$ cat src/core/pcg_params.svh
// offsets, reset values and timing counts of the clock mode generator
`ifndef PCG_PARAMS_SVH
`define PCG_PARAMS_SVH
`define PCG_ADDR_CLK_MODE   8'h58
`define PCG_ADDR_STATUS     8'h59
`define PCG_RST_X15         16'hE007
`define PCG_RST_X10         16'h9007
`define PCG_RST_X5          16'h4007
`define PCG_RST_X2          16'h1007
`define PCG_RST_X1          16'hF007
`define PCG_RST_DIV2        16'h0000
`define PCG_RST_DIV4        16'hF000
`define PCG_MULT_MSB        15
`define PCG_MULT_LSB        12
`define PCG_DIV_LSB         1
`define PCG_PLL_EN_BIT      0
`define PCG_LOCK_MSB        10
`define PCG_LOCK_LSB        3
`define PCG_LOCK_UNIT       10'd16
`endif

$ cat src/core/pcg_pkg.sv
// types of the clock mode generator
package pcg_pkg;
    typedef enum logic [1:0] {
        PCG_DIV  = 2'b00,
        PCG_LOCK = 2'b01,
        PCG_PLL  = 2'b11
    } pcg_state_t;
endpackage

$ cat src/core/pcg_clock_mode.sv
// clock mode control register, lock timer and clock mode sequencer
//
// The strobed register port was chosen for this implementation.
`timescale 1ns/1ps
`include "pcg_params.svh"
module pcg_clock_mode
    import pcg_pkg::*;
#(
    parameter int LOCK_W = 18
) (
    // clock and reset
    input  wire logic        clk,
    input  wire logic        rstn,
    // mode select straps
    input  wire logic        mode_select_pin_a,
    input  wire logic        mode_select_pin_b,
    input  wire logic        mode_select_pin_c,
    // register port
    input  wire logic [7:0]  addr,
    input  wire logic [15:0] wdata,
    input  wire logic        wr,
    input  wire logic        rd,
    output logic      [15:0] rdata,
    // clock control to the analog pll and clock mux
    output logic             pll_power_on,
    output logic      [4:0]  pll_ratio,
    output logic             use_pll_clock,
    output logic      [1:0]  div_ratio_sel
);
    logic              rst_s1_ff, rst_s2_ff;
    logic [2:0]        pin_s1_ff, pin_s2_ff;
    logic              strap_done_ff;
    logic [15:0]       clk_mode_ff;
    logic [15:0]       nxt_clk_mode;
    logic [15:0]       rdata_ff;
    logic [LOCK_W-1:0] lock_cnt_ff;
    logic [LOCK_W-1:0] lock_load;
    pcg_state_t        state_ff;
    pcg_state_t        nxt_state;
    logic              pll_en;
    logic              mode_wr;
    logic              nxt_pll_en;

    // reset release through two flops
    always_ff @(posedge clk or negedge rstn) begin
        if (!rstn) begin
            rst_s1_ff <= 1'b0;
            rst_s2_ff <= 1'b0;
        end else begin
            rst_s1_ff <= 1'b1;
            rst_s2_ff <= rst_s1_ff;
        end
    end

    // straps are pins, synchronised before use
    always_ff @(posedge clk or negedge rstn) begin
        if (!rstn) begin
            pin_s1_ff <= 3'h0;
            pin_s2_ff <= 3'h0;
        end else begin
            pin_s1_ff <= {mode_select_pin_a, mode_select_pin_b,
                          mode_select_pin_c};
            pin_s2_ff <= pin_s1_ff;
        end
    end

    // reserved 011 strap falls back to divide by 2, safest clock
    function automatic logic [15:0] strap_value(input logic [2:0] p);
        unique case (p)
            3'b000:  strap_value = `PCG_RST_X15;
            3'b001:  strap_value = `PCG_RST_X10;
            3'b010:  strap_value = `PCG_RST_X5;
            3'b100:  strap_value = `PCG_RST_X2;
            3'b110:  strap_value = `PCG_RST_X1;
            3'b101:  strap_value = `PCG_RST_DIV4;
            default: strap_value = `PCG_RST_DIV2;
        endcase
    endfunction

    always_comb begin
        nxt_clk_mode = clk_mode_ff;
        if (!strap_done_ff)
            nxt_clk_mode = strap_value(pin_s2_ff);
        else if (wr && addr == `PCG_ADDR_CLK_MODE)
            nxt_clk_mode = wdata;
    end

    // strap caught on the first clock after rst_s2_ff rises, the third after rstn release
    always_ff @(posedge clk or negedge rstn) begin
        if (!rstn)
            strap_done_ff <= 1'b0;
        else if (rst_s2_ff)
            strap_done_ff <= 1'b1;
    end

    always_ff @(posedge clk or negedge rstn) begin
        if (!rstn)
            clk_mode_ff <= 16'h0000;
        else if (rst_s2_ff)
            clk_mode_ff <= nxt_clk_mode;
    end

    assign pll_en     = clk_mode_ff[`PCG_PLL_EN_BIT];
    assign mode_wr    = strap_done_ff && wr && addr == `PCG_ADDR_CLK_MODE;
    // sequencer follows the word being written, not the stale one
    assign nxt_pll_en = nxt_clk_mode[`PCG_PLL_EN_BIT];
    assign lock_load  = LOCK_W'(nxt_clk_mode[`PCG_LOCK_MSB:`PCG_LOCK_LSB])
                        * LOCK_W'(`PCG_LOCK_UNIT);

    // sequencer: divider until the lock timer expires
    always_comb begin
        nxt_state = state_ff;
        unique case (state_ff)
            PCG_DIV:  if (nxt_pll_en) nxt_state = PCG_LOCK;
            PCG_LOCK: begin
                if (!nxt_pll_en)
                    nxt_state = PCG_DIV;
                else if (lock_cnt_ff == '0)
                    nxt_state = PCG_PLL;
            end
            PCG_PLL:  if (!nxt_pll_en) nxt_state = PCG_DIV;
            default:  nxt_state = PCG_DIV;
        endcase
        // a rewrite of the mode word with the pll enable bit set restarts acquisition
        if (mode_wr && nxt_pll_en)
            nxt_state = PCG_LOCK;
    end

    always_ff @(posedge clk or negedge rstn) begin
        if (!rstn)
            state_ff <= PCG_DIV;
        else if (!rst_s2_ff || !strap_done_ff)
            state_ff <= PCG_DIV;
        else
            state_ff <= nxt_state;
    end

    // lock timer loads on entry to acquisition
    always_ff @(posedge clk or negedge rstn) begin
        if (!rstn)
            lock_cnt_ff <= '0;
        else if (nxt_state == PCG_LOCK && (state_ff != PCG_LOCK || mode_wr))
            lock_cnt_ff <= lock_load;
        else if (state_ff == PCG_LOCK && lock_cnt_ff != '0)
            lock_cnt_ff <= lock_cnt_ff - 1'b1;
    end

    // clock outputs
    assign pll_power_on  = pll_en && state_ff != PCG_DIV
                           || state_ff == PCG_PLL;
    assign use_pll_clock = (state_ff == PCG_PLL);
    assign pll_ratio     = {1'b0, clk_mode_ff[`PCG_MULT_MSB:`PCG_MULT_LSB]}
                           + 5'h01;
    assign div_ratio_sel = clk_mode_ff[`PCG_MULT_MSB:`PCG_MULT_LSB] == 4'hF
                           ? 2'h2 : 2'h1;

    // read port, data one cycle after the strobe
    always_ff @(posedge clk or negedge rstn) begin
        if (!rstn)
            rdata_ff <= 16'h0000;
        else if (rd) begin
            if (addr == `PCG_ADDR_CLK_MODE)
                rdata_ff <= clk_mode_ff;
            else if (addr == `PCG_ADDR_STATUS)
                rdata_ff <= {14'h0000, state_ff};
            else
                rdata_ff <= 16'h0000;
        end else
            rdata_ff <= 16'h0000;
    end
    assign rdata = rdata_ff;
endmodule

$ cat config.mk
export PLATFORM = sky130hd
export DESIGN_NAME = pcg_clock_mode
export DESIGN_NICKNAME = d
export VERILOG_FILES = /design/src/core/pcg_pkg.sv /design/src/core/pcg_clock_mode.sv
export VERILOG_INCLUDE_DIRS = /design/src /design/src/core
export SDC_FILE = /design/constraint.sdc
export NUM_CORES = 1
export LEC_CHECK = 0
export CAP_MARGIN = 10
export CORE_MARGIN = 4
export CORE_UTILIZATION = 54
export CTS_CLUSTER_DIAMETER = 150
export DETAILED_ROUTE_END_ITERATION = 10
export DONT_BUFFER_PORTS = 1
export GPL_ROUTABILITY_DRIVEN = 0
export PLACE_DENSITY = 0.71
export SYNTH_ARGS = -nofsm -noshare
export SYNTH_HDL_FRONTEND = slang
export SYNTH_SLANG_ARGS = --single-unit
$ cat constraint.sdc
create_clock -name clk -period 4.1 [get_ports clk]
set_input_delay 0.82 -clock clk [delete_from_list [all_inputs] [get_ports clk]]
set_output_delay 0.82 -clock clk [all_outputs]
set_load 0.01 [all_outputs]
==> results of run 1 <==
## per-layer routing
| metal | global-route usage | up-vias |
|---|---|---|
| li1 | - | 1036 |
| met5 | 0 | - |
| met2 | 0.289 | 55 |
| met4 | 0.0897 | 0 |
| met3 | 0.0493 | 6 |
| met1 | 0.282 | 1022 |
## worst max-delay path by stage
stage,startpoint,end,slack (ps),cells past startpoint
floorplan,addr[5],lock_cnt_ff[11],1570,7
global placement,addr[5],lock_cnt_ff[7],1290,6
detailed placement,addr[5],lock_cnt_ff[7],1250,6
CTS,addr[5],lock_cnt_ff[7],1620,6
global route,addr[5],lock_cnt_ff[10],1430,6
finish,addr[5],lock_cnt_ff[7],1640,6
## flip-flops by register name (all words and copies together), names as in the netlist
register and flops:
clk_mode_ff 16, lock_cnt_ff 18, pin_s1_ff 3, pin_s2_ff 3, rdata 16, rst_s1_ff 1, rst_s2_ff 1, state_ff 2
strap_done_ff 1
## cell families (layout without fill, tap and decap cells)
logic type                 after synthesis  after routing  synth area share
AOI/OAI and AO/OA                       70             70             0.155
other                                    1              1           0.00128
DFF                                     61             61             0.521
adders and majority gates                2              2           0.00855
xor gates and xnor gates                17             17            0.0509
muxes                                    8              8            0.0278
buffers and inverters                   32             33            0.0479
and+or+nand+nor                        104            104             0.187
## cells in the mapped netlist (2+ instances only)
master,count
a21boi_0,4
inv_1,15
ha_1,2
o32ai_1,2
buf_6,2
or3_1,4
o211ai_2,3
mux2i_1,7
nor2_1,26
nand3_1,9
o22ai_1,19
a21o_1,2
xnor2_1,6
nand2_1,17
clkbuf_1,13
a22oi_1,5
nor4_1,2
dfrtp_1,61
a211oi_1,2
nor2b_1,5
xor2_1,11
or4_4,2
and2_1,7
nand4_1,3
o21ai_0,7
nor3_1,16
a21oi_1,19
## where the power goes
group          leakage, nW  switching [mW]  total [mW]  internal, mW
logic                0.609          0.0381      0.0727        0.0345
registers            0.739          0.0228       0.645         0.622
clock network       0.0964           0.225       0.521         0.295
total                 1.44           0.286        1.24         0.952
## worst register-to-register path, stage by stage, from the launching register on
cell and delay [ps]:
dfrtp_1 410, inv_1 70, ha_1 210, or4b_1 500, nor2_1 360, o21ai_1 190
or3_1 340, a31oi_1 160
## cell type report
type,instances,area share
clock inverters,4,0.0151
flip-flops and latches,61,0.486
clock buffers,12,0.0462
multi-input cells,202,0.402
well taps,70,0.0279
repair buffers,2,0.00478
inverters,15,0.0179
==> results.md, run 1 <==
- Outcome: complete, no violations
- First-pass GRT wire length: about 10,000 um
- Critical path endpoint category: register
- Num CTS Buffers: 9
- Vias per cell: slightly below 6
- Clock latency on the worst-skew pair: roughly 340 ps
- Share of layout cells above drive strength 1: 0.0845
- Maximum VDD drop: between 0.2 and 0.25 mV
- Post-CTS Setup Repair Bufs: 0
- TritonRoute pass-1 iters: 4
- Clock buffer depth: 2
- Clock-pin slew on the worst setup and hold paths: 70 ps
- Max-cap viol count: 0
- Syn nets: roughly 330
- Register area share after synthesis: 0.521
- CTS tree: built
- HPWL Detailed: 4080 um
- Data required, critical path: about 4300 ps
- Vias in the first global route: 2,024
- Number of top-level pins: between 50 and 60
- Power per cell area: 394 nW/um2
- DR WL/cell: between 15 and 20 um
- Final hold slack: 171 ps
- Met1 Routed Length: between 2000 and 3000 um
- Synth Warn #: 0
- Synth Flop Type: dfrtp_1
- Worst slack at placement: 1250 ps
- R2r setup slk: 1790 ps
- R2R cell count: 7
- Hold Buf Count CTS: 0
- Post-synth top area cell: dfrtp_1
- Post-synth EDFFs: 0
- Fin. Hold Viols: 0
- Final period util: 0.600
- Total Wirelength: 5830 um
- Worst hold path class: in2async
- Crit-path leading delay family: simple AND/OR/NAND/NOR gates
- Post-synthesis average cell area: between 9 and 10 um2
- Starting density of the core: 0.566
- Grt ovf: 0
- Largest net degree at the start of global routing: 62
- H-tree depth: 3
- Synth Register Bits: just over 60
- R2R Path Start: lock_cnt_ff[0]
- CTS Sinks: ~60
- Syn Inst Count: 295
- Die X: 81.6 um
- Distinct cells, synth: 51
- Fin crit period: ~2500 ps
- Metal3 WL: 307 um
- Routed via count: 2,119
- Multi-input logic area: 1260 um2
- CTS root buffer: clkbuf_8
- Core Area: 5170 um2
- ANT cells: 0
- Total power: 1.24 mW
- Buf/Inv on CP: 1
- DR top layer: met4
- DRC: 0
- Synthesized cell area: 2930 um2
- Non-Filler Instances: 366
- Synth top area share: 0.521
- Most frequent cells in the layout: dfrtp_1, nor2_1, a21oi_1, o22ai_1, nand2_1
- Startpoint Class: input pin
- Fin worst setup slack: approximately 1600 ps
- CP max-delay cell: mux2_2
- Unrepaired setup endpoints after global routing: false
- Worst path arrival time: 2660 ps
- Worst-path maximum fanout: 14
- Maximum clock rate: 0.406 GHz
- Clk_skew: 7.07 ps
- Resized Gates After CTS: 0
- Die Ht: 81.6 um
- Fillers: approximately 430
- Leakage power: 1.44 nW
- Final nets: approximately 320
- R2R Path End: lock_cnt_ff[6]
- Crit path cell chain: nor4bb_1 -> and3_1 -> buf_4 -> mux2_2 -> nand2_1 -> o32ai_1
- Slew margin rel.: 0.525
- I/O Buffers: 0
- CP Class: in2reg
- Tightest Pin Transition: ~700 ps
- DR WL met2: 2720 um
- Initial DRC Count: 168
- Area growth, synth to finish: 7.22%
- Final setup violation count: 0
- Dpl cells: 350
- Row cnt: 26
- Async SR Flop Fraction: 1.00
- Storage cell area: 1530 um2
- Initial antenna violation count: 0
- Die area: 6660 um2
- Instance area at placement: between 2000 and 3000 um2
- Area contributors post-synth: dfrtp_1, o22ai_1, nor2_1, xor2_1, a21oi_1
- Final Core Density: 0.607
- Post-route setup TNS: 0 ps
- Design Area, Final: 3140 um2
- Commonest non-fill, non-tap cell in the layout: dfrtp_1
- Total global-route track usage: 0.199
- Routed Antenna Nets: 0
- Critical path's largest stage delay: 450 ps
- Fin. max-slew vios: 0
No activity file was read; power rests on OpenSTA's default activity.
==> run 2, diff against run 1 <==
==> constraint.sdc (replaced) <==
create_clock -name clk -period 2.6 [get_ports clk]
set_input_delay 0.52 -clock clk [delete_from_list [all_inputs] [get_ports clk]]
set_output_delay 0.52 -clock clk [all_outputs]
set_load 0.01 [all_outputs]
==> results.md, run 2 (synthesized netlist as in run 1, its figures left out) <==
- Outcome: complete, no violations
- Fin. max-slew vios: 0 (unchanged)
- Max FFs per register: 18 (unchanged)
- Number of top-level pins: 56 (unchanged)
- Worst hold path class: in2async
- First-pass GRT wire length: 10,100 um (+0.35%)
- Fin worst setup slack: 286 ps (-1350 ps)
- Maximum clock rate: 0.432 GHz
- Resized Gates After CTS: 0 (unchanged)
- Post-route setup TNS: 0 ps (unchanged)
- Initial antenna violation count: 0 (unchanged)
- Dpl cells: 353 (+0.86%)
- Max-cap viol count: 0 (unchanged)
- Critical path's largest stage delay: 500 ps (+50 ps)
- Largest net degree at the start of global routing: 62 (unchanged)
- CTS root buffer: clkbuf_8
- CP max-delay cell: or4b_1
- Clock latency on the worst-skew pair: 340 ps (about the same)
- Num CTS Buffers: 9 (unchanged)
- Total global-route track usage: 0.201 (+0.00122)
- Maximum VDD drop: 0.321 mV (+40%)
- CTS Sinks: 61 (unchanged)
- HPWL Detailed: 4130 um (+1.2%)
- Clock-pin slew on the worst setup and hold paths: 70 ps (about the same)
- Worst slack at placement: 157 ps (-1100 ps)
- Die X: 81.6 um (unchanged)
- Crit path cell chain: inv_1 -> ha_1 -> or4b_1 -> nor2_1 -> o21ai_1 -> or3_1 -> a31oi_1
- TritonRoute pass-1 iters: 4 (unchanged)
- Die Ht: 81.6 um (unchanged)
- Power per cell area: 667 nW/um2 (+69%)
- Grt ovf: 0 (unchanged)
- Final period util: 0.890
- Most flops, register: lock_cnt_ff
- DR WL/cell: 16.1 um (+0.92%)
- Final Core Density: 0.627 (+0.0196)
- Total Wirelength: 5950 um (+2.0%)
- Share of layout cells above drive strength 1: 0.103 (+0.0189)
- Fin. Hold Viols: 0 (unchanged)
- Data required, critical path: 2860 ps (-1440 ps)
- Area growth, synth to finish: 10.7%
- Non-Filler Instances: 370 (+1.1%)
- Clock buffer depth: 2 (unchanged)
- Startpoint Class: register
- Core Area: 5170 um2 (unchanged)
- Row cnt: 26 (unchanged)
- Fin crit period: 2310 ps
- ANT cells: 0 (unchanged)
- Vias per cell: 5.83 (+0.69%)
- Worst path arrival time: 2580 ps (-80 ps)
- DRC: 0 (unchanged)
- Clk_skew: 5.81 ps (-1.27 ps)
- Commonest non-fill, non-tap cell in the layout: dfrtp_1
- Starting density of the core: 0.566 (unchanged)
- I/O Buffers: 0 (unchanged)
- Routed Antenna Nets: 0 (unchanged)
- Tightest Pin Transition: 548 ps (-153 ps)
- Slew margin rel.: 0.631 (+0.105)
- CP Class: reg2reg
- Most frequent cells in the layout: dfrtp_1, nor2_1, a21oi_1, o22ai_1, nand2_1
- Critical path endpoint category: register
- H-tree depth: 3 (unchanged)
- Final nets: 328 (+1.2%)
- Leakage power: 1.50 nW (+3.9%)
- Vias in the first global route: 2,119 (+4.7%)
- Unrepaired setup endpoints after global routing: false
- CTS tree: built
- Initial DRC Count: 125 (-26%)
- Worst-path maximum fanout: 6 (-8)
- Post-CTS Setup Repair Bufs: 0 (unchanged)
- Final setup violation count: 0 (unchanged)
- Routed via count: 2,157 (+1.8%)
- Die area: 6660 um2 (unchanged)
run 2: metal layers:
layer	share of wire	GRT usage	wire [um]
met2	0.47	0.308	2800
met1	0.45	0.260	2700
met4	0.017	0.0930	104
met3	0.058	0.0614	345
met5	0	0	0
run 2: layout make-up:
| class | instances | area (um2) |
|---|---|---|
| Fill cell | 425 | 1930 |
| Sequential cell | 61 | 1530 |
| Multi-Input combinational cell | 202 | 1260 |
| Clock buffer | 13 | 179 |
| Tap cell | 70 | 87.6 |
| Clock inverter | 3 | 65.1 |
| Timing Repair Buffer | 6 | 65.1 |
| Inverter | 15 | 56.3 |
run 2: path summary, 6_finish.rpt:
check / cells after the start / startpoint / to / slack, ps
max reg2reg: 7 / lock_cnt_ff[0] / lock_cnt_ff[6] / 290
min: 1 / rstn / rdata[14] / 40
max: 7 / lock_cnt_ff[0] / lock_cnt_ff[6] / 290
min in group clk: 0 / mode_select_pin_b / pin_s1_ff[1] / 210
max in group asynchronous: 1 / rstn / clk_mode_ff[0] / 2290
min reg2reg: 0 / pin_s1_ff[2] / pin_s2_ff[2] / 350
run 2: report_power, final:
part	internal, mW	leakage (nW)	switching, mW
clock network	0.643	0.126	0.361
registers	0.981	0.739	0.0320
logic	0.0631	0.636	0.0823
total	1.69	1.50	0.475
run 2: what timing repair did:
item,in CTS,in global routing
setup endpoints to repair,0,0
hold buffers,1,0
hold endpoints to repair,61,0
run 2: worst max-delay path: cells and delay by family (launching register included):
family | cells | cell delay (ps)
AO/OA/AOI/OAI | 2 | 360
adder cells (fa/ha/maj) | 1 | 200
buffers and inverters | 1 | 70
flip-flops | 1 | 410
AND/OR/NAND/NOR | 3 | 1200
run 2: stage by stage:
stage          power (mW)  cell area (um2)  hold slack [ps]
3_3_place_gp         1.15             2970              226
5_1_grt              2.25             3240             60.4
6_report             2.16             3240             36.2
3_5_place_dp         1.15             2970              226
2_1_floorplan        1.13             2930              224
4_1_cts              2.19             3240             52.2
==> run 3, diff against run 2 <==
==> constraint.sdc (replaced) <==
create_clock -name clk -period 2.3 [get_ports clk]
set_input_delay 0.46 -clock clk [delete_from_list [all_inputs] [get_ports clk]]
set_output_delay 0.46 -clock clk [all_outputs]
set_load 0.01 [all_outputs]
==> results.md, run 3 (synthesized netlist as in run 1, its figures left out) <==
- Outcome: complete, no violations
- Most frequent cells in the layout: dfrtp_1, nor2_1, a21oi_1, o22ai_1, nand2_1
- Largest net degree at the start of global routing: 62 (unchanged)
- Final setup violation count: 0 (unchanged)
- ANT cells: 0 (unchanged)
- R2r setup slk: 90 ps (-200 ps)
- Commonest non-fill, non-tap cell in the layout: dfrtp_1
- R2R Path Start: lock_cnt_ff[1]
- CTS root buffer: clkbuf_8
- DR WL/cell: 16.6 um (+3.1%)
- Psw: 542 uW (+14%)
- R2R cell count: 7 (unchanged)
- CTS Sinks: 61 (unchanged)
- First-pass GRT wire length: 10,600 um (+4.9%)
- Area growth, synth to finish: 13.9%
- Vias per cell: 5.94 (+1.9%)
- Worst-path maximum fanout: 8 (+2)
- Initial antenna violation count: 0 (unchanged)
- Vias in the first global route: 2,181 (+2.9%)
- Non-Filler Instances: 379 (+2.4%)
- Num CTS Buffers: 9 (unchanged)
- Tightest Pin Transition: 633 ps (+84.6 ps)
- Seq pwr share: 0.465 (-0.003)
- Clock power share: 0.457 (-0.007)
- I/O Buffers: 0 (unchanged)
- Core Area: 5170 um2 (unchanged)
- Fin. Hold Viols: 0 (unchanged)
- Routed Antenna Nets: 0 (unchanged)
- Total power: 2.47 mW (+14%)
- Total global-route track usage: 0.208 (+0.00688)
- Maximum clock rate: 0.452 GHz (+4.6%)
- Power per cell area: 740 nW/um2 (+11%)
- Fin. max-slew vios: 0 (unchanged)
- Max FFs per register: 18 (unchanged)
- TritonRoute pass-1 iters: 4 (unchanged)
- Internal power: 1.93 mW (+14%)
- Final period util: 0.962 (+0.0720)
- Hold_sp: mode_select_pin_a
- Clock-pin slew on the worst setup and hold paths: 70 ps (about the same)
- Fin crit period: 2210 ps (-101 ps)
- Worst hold path class: in2reg
- Total Wirelength: 6280 um (+5.6%)
- Max-cap viol count: 0 (unchanged)
- R2R Path End: lock_cnt_ff[11]
- Crit. Startpoint: lock_cnt_ff[1]
- Fillers: 422 (-0.71%)
- Storage cell area: 1530 um2 (unchanged)
- Initial DRC Count: 116 (-7.2%)
- Die area: 6660 um2 (unchanged)
- Worst path arrival time: 2420 ps (-160 ps)
- Switching Share: 0.219 (-0.000436)
- Comb power frac: 0.078 (+0.011)
- Leakage power: 1.55 nW (+3.1%)
- Clock latency on the worst-skew pair: 330 ps (about the same)
- HPWL Detailed: 4190 um (+1.4%)
- Clk_skew: 7.55 ps (+1.75 ps)
- Routed via count: 2,251 (+4.4%)
- Data required, critical path: 2510 ps (-350 ps)
- Dpl cells: 357 (+1.1%)
- Grt ovf: 0 (unchanged)
- Starting density of the core: 0.566 (unchanged)
- WHS Path Cells: 0
- DRC: 0 (unchanged)
- Maximum VDD drop: 0.305 mV (-5.0%)
- Row cnt: 26 (unchanged)
- Die Ht: 81.6 um (unchanged)
- Final nets: 337 (+2.7%)
- CTS tree: built
- Share of layout cells above drive strength 1: 0.146 (+0.0423)
- Number of top-level pins: 56 (unchanged)
- Worst hold endpoint: pin_s1_ff[2]
- Die X: 81.6 um (unchanged)
- Most flops, register: lock_cnt_ff
- H-tree depth: 3 (unchanged)
- Clock buffer depth: 2 (unchanged)
- Slew margin rel.: 0.574 (-0.0569)
- CP Class: reg2reg
- Startpoint Class: register
- Multi-input logic area: 1290 um2 (+2.0%)
- Final Core Density: 0.645 (+0.0184)
- Critical path endpoint category: register
[run 3: cell count changes in the layout (fill, tap and decap cells not counted), sizes merged]
cell	before	now
dlygate4sd3	0	1
buf	6	14
[run 3: worst max-delay path by stage]
stage / endpoint
3_3_place_gp: lock_cnt_ff[3]
4_1_cts: lock_cnt_ff[1]
6_report: lock_cnt_ff[11]
3_5_place_dp: lock_cnt_ff[2]
5_1_grt: lock_cnt_ff[11]
2_1_floorplan: lock_cnt_ff[11]
[run 3: power by group through the flow]
stage	registers (mW)	clock network [mW]	logic (mW)
floorplan	1.15	0	0.122
global placement	1.16	0	0.140
detailed placement	1.17	0	0.142
CTS	1.15	1.14	0.172
global route	1.15	1.19	0.218
finish	1.15	1.13	0.193
[run 3: timing repair]
item | in CTS | in global routing
endpoints found under the hold margin | 61 | 0
resized for setup | 0 | 7
setup endpoints to repair | 0 | 11
setup buffers | 0 | 4
hold buffers | 2 | 0
[run 3: critical path, cell delays in order (launching register included)]
cell and delay [ps]:
dfrtp_1 420, inv_2 90, ha_4 130, or4b_4 480, or4_4 570, nand4_1 160, xor2_1 150, o22ai_1 90
[run 3: stage by stage]
step / setup slack [ps] / TNS [ps] / area [um2] / hold slack, ps
after CTS: 88.6 / 0 / 3280 / 146
after floorplan: 129 / 0 / 2930 / 164
final: 87.5 / 0 / 3340 / 157
after global placement: 175 / 0 / 3000 / 166
after global routing: -4.88 / -4.88 / 3340 / 142
after detailed placement: 118 / 0 / 3000 / 166
[run 3: cell type report]
cell class                 instances  area share
clock buffer                      13      0.0536
sequential                        61       0.458
clock inverter                     3      0.0195
timing repair buffer              15      0.0405
multi-input combinational        202       0.386
tap                               70      0.0263
inverter                          15      0.0169
[run 3: layer usage]
| metal | global-route usage | wire length, um |
|---|---|---|
| met1 | 0.269 | 2730 |
| met2 | 0.327 | 3010 |
| met3 | 0.0417 | 416 |
| met4 | 0.113 | 125 |
| met5 | 0 | 0 |
